<file path="src/debounce_consts.vh">
// constants for the contact input debouncer: register map, fields, timing
// assumes a 100 MHz system clock and a 32-bit AHB-Lite register port
`ifndef DEBOUNCE_CONSTS_VH
`define DEBOUNCE_CONSTS_VH

`define CLK_PERIOD_NS      8'h0a
`define SCAN_PERIOD_US     16'h01f4
`define SCAN_PERIOD_NS     (500 * 1000)
`define SCAN_CYCLES        (`SCAN_PERIOD_NS / 10)
`define TS_UNIT_NS         1000
`define TS_CYCLES          (`TS_UNIT_NS / 10)
`define DEB_SAMPLES_RST    8'h05

`define OFF_CTRL           8'h00
`define OFF_DEB_TIME       8'h04
`define OFF_EVT_EN         8'h08
`define OFF_THRESH         8'h0c
`define OFF_RAW            8'h10
`define OFF_STATE          8'h14
`define OFF_STATUS         8'h18
`define OFF_MASK           8'h1c
`define OFF_TS_SEL         8'h20
`define OFF_TS_VAL         8'h24
`define OFF_TIME_NOW       8'h28

`define CTRL_SCAN_EN_BIT   0
`endif

</file>
<file path="src/debounce_channel.v">
// one contact input channel: threshold compare, symmetric debounce, stamp
// assumes scan_tick is a one-cycle pulse every scan period
`timescale 1ns/10ps
module debounce_channel #(
  parameter LEVEL_W = 8,
  parameter CNT_W   = 8,
  parameter TS_W    = 32
) (
  input  wire               clk,
  input  wire               rst_b,
  input  wire               scan_tick,
  input  wire [LEVEL_W-1:0] level,
  input  wire [LEVEL_W-1:0] threshold,
  input  wire [CNT_W-1:0]   samples_needed,
  input  wire [TS_W-1:0]    time_now,
  output reg                state,
  output reg                validated,
  output reg  [TS_W-1:0]    stamp
);
  reg              cand_reg;
  reg [CNT_W-1:0]  run_reg;
  reg [TS_W-1:0]   first_ts_reg;
  wire             raw;

  assign raw = (level >= threshold);

  always @(posedge clk or negedge rst_b)
  begin
    if (!rst_b)
    begin
      state        <= 1'b0;
      validated    <= 1'b0;
      stamp        <= {TS_W{1'b0}};
      cand_reg     <= 1'b0;
      run_reg      <= {CNT_W{1'b0}};
      first_ts_reg <= {TS_W{1'b0}};
    end
    else
    begin
      validated <= 1'b0;
      if (scan_tick)
      begin
        if (raw == state)
        begin
          run_reg <= {CNT_W{1'b0}};
          cand_reg <= state;
        end
        else if (raw != cand_reg || run_reg == {CNT_W{1'b0}})
        begin
          // new candidate: first sample of a run, stamp it
          cand_reg     <= raw;
          first_ts_reg <= time_now;
          run_reg      <= {{(CNT_W-1){1'b0}}, 1'b1};
          if (samples_needed <= {{(CNT_W-1){1'b0}}, 1'b1})
          begin
            state     <= raw;
            validated <= 1'b1;
            stamp     <= time_now;
            run_reg   <= {CNT_W{1'b0}};
          end
        end
        else if (run_reg + 1'b1 >= samples_needed)
        begin
          state     <= raw;
          validated <= 1'b1;
          stamp     <= first_ts_reg;
          run_reg   <= {CNT_W{1'b0}};
        end
        else
        begin
          run_reg <= run_reg + 1'b1;
        end
      end
    end
  end
endmodule

</file>
<file path="src/contact_input_debouncer.v">
// contact input debouncer top: scan timer, channels, pass-aligned state, AHB-Lite regs
// assumes a single 100 MHz clock, synchronous inputs, one AHB-Lite master
//
// Local design decisions: register access over AHB-Lite and the address map.
`timescale 1ns/10ps
`include "debounce_consts.vh"
module contact_input_debouncer #(
  parameter N_GROUPS = 2,
  parameter LEVEL_W  = 8,
  parameter TS_W     = 32,
  parameter SCAN_CYC = `SCAN_CYCLES
) (
  input  wire                          CLK,
  input  wire                          RST_B,
  input  wire [N_GROUPS*4*LEVEL_W-1:0] LEVEL,
  input  wire                          PASS_START,
  input  wire                          HSEL,
  input  wire [31:0]                   HADDR,
  input  wire [1:0]                    HTRANS,
  input  wire                          HWRITE,
  input  wire [2:0]                    HSIZE,
  input  wire [31:0]                   HWDATA,
  input  wire                          HREADY,
  output reg  [31:0]                   HRDATA,
  output wire                          HREADYOUT,
  output wire                          HRESP,
  output wire [N_GROUPS*4-1:0]         INPUT_CLOSED_FLAG,
  output wire [N_GROUPS*4-1:0]         INPUT_OPEN_FLAG,
  output reg  [N_GROUPS*4-1:0]         EVENT_PULSE,
  output reg  [TS_W*N_GROUPS*4-1:0]    EVENT_STAMP,
  output wire                          IRQ
);
  localparam N = N_GROUPS * 4;

  function [N-1:0] low_n;
    input [31:0] w;
    begin
      low_n = w[N-1:0];
    end
  endfunction

  reg        rst_s1_reg;
  reg        rst_s2_reg;
  wire       rst_b;

  always @(posedge CLK or negedge RST_B)
  begin
    if (!RST_B)
    begin
      rst_s1_reg <= 1'b0;
      rst_s2_reg <= 1'b0;
    end
    else
    begin
      rst_s1_reg <= 1'b1;
      rst_s2_reg <= rst_s1_reg;
    end
  end
  assign rst_b = rst_s2_reg;

  // software state
  reg                      scan_en_reg;
  reg  [7:0]               deb_samples_reg;
  reg  [N-1:0]             evt_en_reg;
  reg  [LEVEL_W*N_GROUPS-1:0] thresh_reg;
  reg  [N-1:0]             status_reg;
  reg  [N-1:0]             mask_reg;
  reg  [7:0]               ts_sel_reg;

  // scan and microsecond timers
  reg  [31:0]              scan_cnt_reg;
  reg  [7:0]               us_cnt_reg;
  reg  [TS_W-1:0]          time_now_reg;
  wire                     scan_tick;

  always @(posedge CLK or negedge rst_b)
  begin
    if (!rst_b)
    begin
      scan_cnt_reg <= 32'h0;
      us_cnt_reg   <= 8'h0;
      time_now_reg <= {TS_W{1'b0}};
    end
    else
    begin
      if (scan_cnt_reg == SCAN_CYC - 1)
        scan_cnt_reg <= 32'h0;
      else
        scan_cnt_reg <= scan_cnt_reg + 32'h1;
      if (us_cnt_reg == `TS_CYCLES - 1)
      begin
        us_cnt_reg   <= 8'h0;
        time_now_reg <= time_now_reg + 1'b1;
      end
      else
        us_cnt_reg <= us_cnt_reg + 8'h1;
    end
  end
  assign scan_tick = scan_en_reg && (scan_cnt_reg == SCAN_CYC - 1);

  // channels
  wire [N-1:0]        deb_state;
  wire [N-1:0]        deb_valid;
  wire [TS_W*N-1:0]   deb_stamp;

  genvar g;
  generate
    for (g = 0; g < N; g = g + 1)
    begin : ch
      debounce_channel #(
        .LEVEL_W (LEVEL_W),
        .CNT_W   (8),
        .TS_W    (TS_W)
      ) u_ch (
        .clk            (CLK),
        .rst_b          (rst_b),
        .scan_tick      (scan_tick),
        .level          (LEVEL[g*LEVEL_W +: LEVEL_W]),
        .threshold      (thresh_reg[(g/4)*LEVEL_W +: LEVEL_W]),
        .samples_needed (deb_samples_reg),
        .time_now       (time_now_reg),
        .state          (deb_state[g]),
        .validated      (deb_valid[g]),
        .stamp          (deb_stamp[g*TS_W +: TS_W])
      );
    end
  endgenerate

  // pass-aligned presented state; pass strobe comes from frequency tracking
  reg  [N-1:0] presented_reg;
  always @(posedge CLK or negedge rst_b)
  begin
    if (!rst_b)
      presented_reg <= {N{1'b0}};
    else if (PASS_START)
      presented_reg <= deb_state;
  end
  assign INPUT_CLOSED_FLAG = presented_reg;
  assign INPUT_OPEN_FLAG   = ~presented_reg;

  // event output, both directions, gated per input
  integer i;
  always @(posedge CLK or negedge rst_b)
  begin
    if (!rst_b)
    begin
      EVENT_PULSE <= {N{1'b0}};
      EVENT_STAMP <= {(TS_W*N){1'b0}};
    end
    else
    begin
      EVENT_PULSE <= deb_valid & evt_en_reg;
      for (i = 0; i < N; i = i + 1)
        if (deb_valid[i] && evt_en_reg[i])
          EVENT_STAMP[i*TS_W +: TS_W] <= deb_stamp[i*TS_W +: TS_W];
    end
  end

  // AHB-Lite slave, zero wait states
  reg         dp_wr_reg;
  reg  [7:0]  dp_addr_reg;
  wire        ap_valid;

  assign ap_valid  = HSEL && HREADY && HTRANS[1];
  assign HREADYOUT = 1'b1;
  assign HRESP     = 1'b0;

  always @(posedge CLK or negedge rst_b)
  begin
    if (!rst_b)
    begin
      dp_wr_reg   <= 1'b0;
      dp_addr_reg <= 8'h0;
    end
    else if (HREADY)
    begin
      dp_wr_reg   <= ap_valid && HWRITE;
      dp_addr_reg <= HADDR[7:0];
    end
  end

  wire [N-1:0] w1c = (dp_wr_reg && dp_addr_reg == `OFF_STATUS) ? low_n(HWDATA) : {N{1'b0}};
  wire [N-1:0] set_evt = deb_valid & evt_en_reg;

  always @(posedge CLK or negedge rst_b)
  begin
    if (!rst_b)
    begin
      scan_en_reg     <= 1'b1;
      deb_samples_reg <= `DEB_SAMPLES_RST;
      evt_en_reg      <= {N{1'b0}};
      thresh_reg      <= {(LEVEL_W*N_GROUPS){1'b0}};
      status_reg      <= {N{1'b0}};
      mask_reg        <= {N{1'b0}};
      ts_sel_reg      <= 8'h0;
    end
    else
    begin
      // set wins over write-one-clear
      status_reg <= (status_reg & ~w1c) | set_evt;
      if (dp_wr_reg)
      begin
        case (dp_addr_reg)
          `OFF_CTRL:     scan_en_reg     <= HWDATA[`CTRL_SCAN_EN_BIT];
          `OFF_DEB_TIME: deb_samples_reg <= HWDATA[7:0];
          `OFF_EVT_EN:   evt_en_reg      <= low_n(HWDATA);
          `OFF_THRESH:   thresh_reg      <= HWDATA[LEVEL_W*N_GROUPS-1:0];
          `OFF_MASK:     mask_reg        <= low_n(HWDATA);
          `OFF_TS_SEL:   ts_sel_reg      <= HWDATA[7:0];
          default:       ;
        endcase
      end
    end
  end

  assign IRQ = |(status_reg & mask_reg);

  reg [N-1:0] raw_now;
  integer k;
  always @*
  begin
    for (k = 0; k < N; k = k + 1)
      raw_now[k] = (LEVEL[k*LEVEL_W +: LEVEL_W] >= thresh_reg[(k/4)*LEVEL_W +: LEVEL_W]);
  end

  reg [31:0] rd_mux;
  always @*
  begin
    rd_mux = 32'h0;
    case (HADDR[7:0])
      `OFF_CTRL:     rd_mux[0]   = scan_en_reg;
      `OFF_DEB_TIME: rd_mux[7:0] = deb_samples_reg;
      `OFF_EVT_EN:   rd_mux[N-1:0] = evt_en_reg;
      `OFF_THRESH:   rd_mux[LEVEL_W*N_GROUPS-1:0] = thresh_reg;
      `OFF_RAW:      rd_mux[N-1:0] = raw_now;
      `OFF_STATE:    rd_mux[N-1:0] = deb_state;
      `OFF_STATUS:   rd_mux[N-1:0] = status_reg;
      `OFF_MASK:     rd_mux[N-1:0] = mask_reg;
      `OFF_TS_SEL:   rd_mux[7:0] = ts_sel_reg;
      `OFF_TS_VAL:
      begin
        if (ts_sel_reg < N)
          rd_mux[TS_W-1:0] = EVENT_STAMP[ts_sel_reg*TS_W +: TS_W];
      end
      `OFF_TIME_NOW: rd_mux[TS_W-1:0] = time_now_reg;
      default:       rd_mux = 32'h0;
    endcase
  end

  always @(posedge CLK or negedge rst_b)
  begin
    if (!rst_b)
      HRDATA <= 32'h0;
    // loaded at the address phase so it stands through the data phase;
    // a read right after a write to the same register sees the old value
    else if (ap_valid && !HWRITE)
      HRDATA <= rd_mux;
  end
endmodule

</file>
<file path="config.mk">
export PLATFORM = sky130hd
export DESIGN_NAME = contact_input_debouncer
export DESIGN_NICKNAME = d
export VERILOG_FILES = /design/src/debounce_channel.v /design/src/contact_input_debouncer.v
export VERILOG_INCLUDE_DIRS = /design/src
export SDC_FILE = /design/constraint.sdc
export NUM_CORES = 2
export LEC_CHECK = 0
export BUFFER_PORTS_ARGS = -buffer_cell sky130_fd_sc_hd__buf_2
export CAP_MARGIN = 20
export CORE_UTILIZATION = 41
export CTS_BUF_LIST = sky130_fd_sc_hd__clkbuf_16
export CTS_CLUSTER_DIAMETER = 80
export DETAILED_ROUTE_END_ITERATION = 10
export PLACE_DENSITY_LB_ADDON = 0.12
export SLEW_MARGIN = 40
export SYNTH_ARGS = -nofsm -noshare
export SYNTH_HDL_FRONTEND = slang
export SYNTH_SLANG_ARGS = --single-unit
export TNS_END_PERCENT = 10
</file>
<file path="constraint.sdc">
create_clock -name CLK -period 69.8 [get_ports CLK]
set_input_delay 13.96 -clock CLK [delete_from_list [all_inputs] [get_ports CLK]]
set_output_delay 13.96 -clock CLK [all_outputs]
set_load 0.05 [all_outputs]
</file>
* After elaboration in Yosys (flattened, before gate mapping)
Cells that the tools add are included.
** Storage, ports and cells
- Flip-flop bits (word level) :: 1044
- Input port bits :: 139
- Output and inout bits :: 315
- Word-level logic and storage cells :: 362
** Cells by class
- $add $sub $neg :: 11
- Order comparisons :: 18
- Equal/unequal tests :: 42
- Shift operators :: 1
- Mux-type cells :: 123
- Bitwise gates (word level) :: 14
- Reduce and logical (&&, ||, !) cells :: 80
** Operator list (count)
- 2-to-1 mux 32 bit :: 19
- indexed part select 256 x 14 -> 32 bit :: 1
- 2-to-1 mux 8 bit :: 26
- >= comparator 8 bit :: 16
- zero test 8 bit :: 10
- 2-to-1 mux 1 bit :: 74
- adder 8 x 1 -> 8 bit (second input constant) :: 9
- one-hot mux 7 bit (10 select lines) :: 1
- adder 32 x 1 -> 32 bit (second input constant) :: 2
- == test 8 x 5 -> 1 bit (second input constant) :: 6
- == test 32 x 16 -> 1 bit (second input constant) :: 1
- == test 8 x 4 -> 1 bit (second input constant) :: 4
- == test 8 x 6 -> 1 bit (second input constant) :: 4
- one-hot mux 16 bit (2 select lines) :: 1
- AND reduction 4 bit :: 8
- nonzero test 2 bit :: 16
- AND reduction 2 bit :: 14
- AND 8 bit :: 3
- one-hot mux 8 bit (3 select lines) :: 1
- AND reduction 3 bit :: 8
- == test 8 x 3 -> 1 bit (second input constant) :: 2
- != test 2 bit (second input constant) :: 8
- NOT 8 bit :: 2
- logical AND 1 bit :: 14
- other kinds (11) :: 39

* Depth between registers and ports, before layout
- Word-level depth :: 6
- Mapped depth :: 15

* Modules after synthesis
From an unflattened synthesis, not the netlist that was laid out.
** Unflattened totals
- Cell total of the unflattened synthesis :: 4054
- Area total of the unflattened synthesis :: 52462.8 um^2
** By module, submodules not included
- contact_input_debouncer :: instances 1, cells each 1615, area each 21453.1 um^2, seq. area each 11114.4 um^2
- debounce_channel at ch[0].u_ch ... :: instances 4, cells each 301, area each 3836.2 um^2, seq. area each 1876.8 um^2
- debounce_channel at ch[4].u_ch ... :: instances 2, cells each 308, area each 3868.7 um^2, seq. area each 1876.8 um^2
- debounce_channel at ch[7].u_ch :: instances 1, cells each 309, area each 3967.6 um^2, seq. area each 1876.8 um^2
- debounce_channel at ch[6].u_ch :: instances 1, cells each 310, area each 3960.0 um^2, seq. area each 1876.8 um^2

* Least setup slack after synthesis
Ideal clock, no wire load.
- Path type :: input -> register
- Start point :: input LEVEL[24]
- End point :: register ch[3].u_ch.stamp[10]
- Arrival time :: 16.614 ns
- Setup slack :: 53.055 ns
- Cell stages on the path :: 14
- Path buffers :: 2
- Path through :: inv_1 -> ha_1 -> nand2b_1 -> a2111o_1 -> o2111ai_1 -> and2_1 -> inv_1 -> ha_1 -> nor2_1 -> nor4b_4 -> or2_0 -> clkbuf_1 -> clkbuf_1 -> o21ai_0
** On the way
- Longest elaborated chain between the ends :: 5
- Elaborated cells on any way between the ends :: 9
- Those cells by class :: order compare: 1; eq/ne: 3; mux: 1; bitwise: 1; reduce/logical: 3
** RTL lines
- start: declaration :: RTL line contact_input_debouncer.v:15 : input wire [N_GROUPS*4*LEVEL_W-1:0] LEVEL,
- >= comparator 8 bit * :: RTL line debounce_channel.v:25 : assign raw = (level >= threshold);
- named net ch[3].u_ch.raw :: RTL line debounce_channel.v:23 : wire raw;
- != test 1 bit :: RTL line debounce_channel.v:48 : else if (raw != cand_reg || run_reg == {CNT_W{1'b0}})
- logical OR 1 bit :: RTL line debounce_channel.v:48
- != test 2 bit (no source line) / nonzero test 2 bit (equally long branches)
- AND reduction 4 bit (no source line)
- end signal: assignment :: RTL line debounce_channel.v:33 : stamp <= {TS_W{1'b0}};
- end signal: assignment :: RTL line debounce_channel.v:58 : stamp <= time_now;
- end signal: assignment :: RTL line debounce_channel.v:66 : stamp <= first_ts_reg;
- end: declaration :: RTL line debounce_channel.v:18 : output reg [TS_W-1:0] stamp
The timed path passes the listed nets; every way through them passes the cells marked *.
A chain may end at the register's enable or synchronous reset.

* Final worst setup path
- Start point :: input LEVEL[16]
- End point :: register ch[2].u_ch.state
** On the way
- Longest elaborated chain between the ends :: 5
- Elaborated cells on any way between the ends :: 11
- Those cells by class :: order compare: 1; eq/ne: 3; mux: 3; bitwise: 1; reduce/logical: 3
** RTL lines
- >= comparator 8 bit * :: RTL line debounce_channel.v:25
- named net ch[2].u_ch.raw :: RTL line debounce_channel.v:23
- != test 1 bit :: RTL line debounce_channel.v:48
- logical OR 1 bit :: RTL line debounce_channel.v:48
- != test 2 bit (no source line) / nonzero test 2 bit (equally long branches)
- AND reduction 4 bit (no source line)
- end signal: assignment :: RTL line debounce_channel.v:56 : state <= raw;
- end signal: assignment :: RTL line debounce_channel.v:64 : state <= raw;
- end: declaration :: RTL line debounce_channel.v:16 : output reg state,
The timed path passes the listed nets; every way through them passes the cells marked *. The select of a mux whose other input is x is not followed.

==> results.sh <==
export IMPL_critPathMaxStageDelay_ns=0.61
export IMPL_top_usage_layer="met2"
export IMPL_slowest_stage="buf_4"
export IMPL_firstDrtPassIters=5
export IMPL_post_cts_buffers=0
export IMPL_fin_crit_sh=0.258
export IMPL_grt_ovfl_total=0
export IMPL_crit_path_start_kind="input port"
export IMPL_cts_tree="done"
export IMPL_drt_initial_drc_count=2637
export IMPL_drv_slew=0
export IMPL_worstPathArrival_ns=18.59
export IMPL_worst_hold_path_type="register to asynchronous set/reset pin"
export IMPL_maxCapViolations=0
export IMPL_cts_buffer_depth=3
export IMPL_ir_drop_mv=0.0223
export IMPL_skew_ns=0.0317
export IMPL_power_leakage_nw=27.9
export IMPL_fmax_mhz=55.6
export IMPL_clk_pin_slew_ns=0.06
export IMPL_die_area_mm2=0.121
export IMPL_cts_max_level=3
export IMPL_grt_pass1_vias=33900
export IMPL_rsz0062_at_grt="no"
export IMPL_worst_slew_pin_slew_ns=0.880
export IMPL_cts_resized=0
export IMPL_drc=0
export IMPL_powerDensity_mw_per_mm2=22.9
export IMPL_grt_first_pass_wirelength_um=233000
export IMPL_die_h_um=347
export IMPL_worst_path_buf_inv=4
export IMPL_layout_min_cycle_time_ns=18.00
export IMPL_rows=126
export IMPL_num_vias=34500
export IMPL_async_flop_share=1.00
export IMPL_start_util=0.414
export IMPL_outcome="finished, final reports clean"
export IMPL_place_hpwl_um=101000
export IMPL_areaGrowthSynthToFinish_pct=15.1
export IMPL_yosysSeqAreaShare=0.535
export IMPL_nets=4850
export IMPL_setup_ws_ns=51.80
export IMPL_antenna_found_initial=3
export IMPL_setup_tns_ns=0
export IMPL_cts_sinks=1044
export IMPL_hold_buffers=0
export IMPL_portBuffers=407
export IMPL_pin_count=454
export IMPL_cp_top_family="simple AND/OR/NAND/NOR gates"
export IMPL_synth_distinct_cells=73
export IMPL_track_usage=0.260
export IMPL_worstPathCellList="buf_2 -> inv_1 -> ha_1 -> nand2b_1 -> a2111o_1 -> o2111ai_1 -> nand2_1 -> ha_1 -> nor2_1 -> nor4b_4 -> buf_4 -> or2_2 -> buf_4 -> mux2_2"
export IMPL_setup_viol=0
export IMPL_grt_max_degree=145
export IMPL_use_met3=0.0382
export IMPL_grt_util_met2=0.413
export IMPL_wl_per_cell_um=25.3
export IMPL_ys_seq_elements=1044
export IMPL_synthesis_area_mm2=0.0489
export IMPL_crit_type="input port to register"
export IMPL_mostFrequentLayoutCells="dfrtp_1, o21ai_0, nand2_1"
export IMPL_cts_buffers=113
export IMPL_synthCells=4234
export IMPL_via_per_inst=5.59
export IMPL_drive_gt1_frac=0.254
export IMPL_die_x_um=347
export IMPL_gp_congestion=0.906
export IMPL_yosys_warnings=0
export IMPL_dp_slack_ns=51.09
export IMPL_layout_commonest_cell="dfrtp_1"
export IMPL_fp_coreArea_mm2=0.118
export IMPL_avgSynthCellArea_um2=11.5
export IMPL_worstPathRequired_ns=70.39
export IMPL_synthFlopType="dfrtp_1"
export IMPL_cp_max_fo=33
export IMPL_clock_latency_ns=0.72
export IMPL_drtAntennaViolNets=0
export IMPL_relSlewSlack=0.412
export IMPL_wl_um=156000
export IMPL_synth_edf_count=0
export IMPL_hold_viol_final=0
export IMPL_worst_setup_path_end_kind="register"
export IMPL_cts_root_buf="clkbuf_16"
export IMPL_use_met1=0.377
[report_power, final]
group / switching, W / total, W / internal (W) / leakage (nW)
Combinational: 0.0000526 / 0.0000769 / 0.0000243 / 12.0
Sequential: 0.00000628 / 0.000616 / 0.000610 / 14.1
Clock: 0.000255 / 0.000594 / 0.000339 / 1.84
Total: 0.000314 / 0.00129 / 0.000973 / 27.9
[synthesized netlist by cell type (8+ instances only)]
cell	n	area (um2)
a211oi_1	48	360
a21o_1	17	128
a21oi_1	69	345
a221o_1	32	320
a22o_1	12	105
a22oi_1	113	848
a32o_1	37	370
and2_1	15	93.8
and3_1	30	188
and4_1	11	96.3
buf_1	16	60.1
buf_2	54	270
clkbuf_1	211	792
dfrtp_1	1041	26000
ha_1	163	2040
inv_1	227	852
mux2_2	406	4570
mux2_4	30	450
mux2i_1	184	1840
mux4_2	64	1440
nand2_1	432	1620
nand2b_1	13	81.3
nand3_1	63	315
nand4_1	26	163
nor2_1	137	514
nor3_1	28	140
nor3b_1	9	67.6
nor4_1	14	87.6
o211ai_1	10	75.1
o21a_1	12	90.1
o21ai_0	431	2160
o21ai_1	29	145
o22ai_1	10	62.6
or3_1	11	68.8
or4_1	8	60.1
xnor2_1	65	569
xor2_1	48	420
[layer usage]
metal	vias to the layer above	wire length, um
met5	-	0
met4	0	3260
met3	184	8210
met2	900	71500
met1	17800	73500
li1	15700	-
[cell type report]
| type | instances | area [um2] |
|---|---|---|
| antenna | 2 | 5.00 |
| timing repair buffer | 484 | 2830 |
| tap | 1536 | 1920 |
| multi-input combinational | 2677 | 20900 |
| fill | 10800 | 61800 |
| clock inverter | 90 | 699 |
| inverter | 228 | 856 |
| clock buffer | 116 | 2900 |
| sequential | 1044 | 26100 |
[kinds of logic (layout without fill, tap and decap cells)]
family / Yosys count / after routing / synth area share
buf+inv: 514 / 918 / 0.0415
simple gates: 832 / 832 / 0.0780
fa+ha+maj: 163 / 163 / 0.0417
flops: 1044 / 1044 / 0.535
compound gates: 880 / 880 / 0.113
other cells: 2 / 5 / 0.000154
xor+xnor: 113 / 113 / 0.0202
mux: 686 / 686 / 0.170
[path summary, 6_finish.rpt]
kind | cells past startpoint | slack (ns) | from | end
max | 14 | 51.80 | LEVEL[16] | ch[2].u_ch.state$_DFFE_PN0P_
max reg2reg | 12 | 64.46 | thresh_reg[15]$_DFFE_PN0P_ | ch[7].u_ch.state$_DFFE_PN0P_
min in group CLK | 0 | 0.36 | rst_s1_reg$_DFF_PN0_ | rst_b$_DFF_PN0_
max in group asynchronous | 1 | 56.68 | RST_B | rst_b$_DFF_PN0_
min | 0 | 0.27 | rst_b$_DFF_PN0_ | ch[6].u_ch.first_ts_reg[5]$_DFFE_PN0P_
min reg2reg | 0 | 0.27 | rst_b$_DFF_PN0_ | ch[6].u_ch.first_ts_reg[5]$_DFFE_PN0P_
[through the flow]
stage                     hold WS, ns  power [W]  instances  instance area (um2)  utilization
after floorplan                 0.331   0.000674       4235                48900            -
after global placement          0.339   0.000702       5956                52400        0.443
after detailed placement        0.274   0.000705       5965                52600        0.445
after CTS                       0.286    0.00130       6171                56200        0.476
after global routing            0.309    0.00133       6175                56300        0.476
final                           0.272    0.00129       6177                56300        0.477
Power figures use the tool's default switching activity.
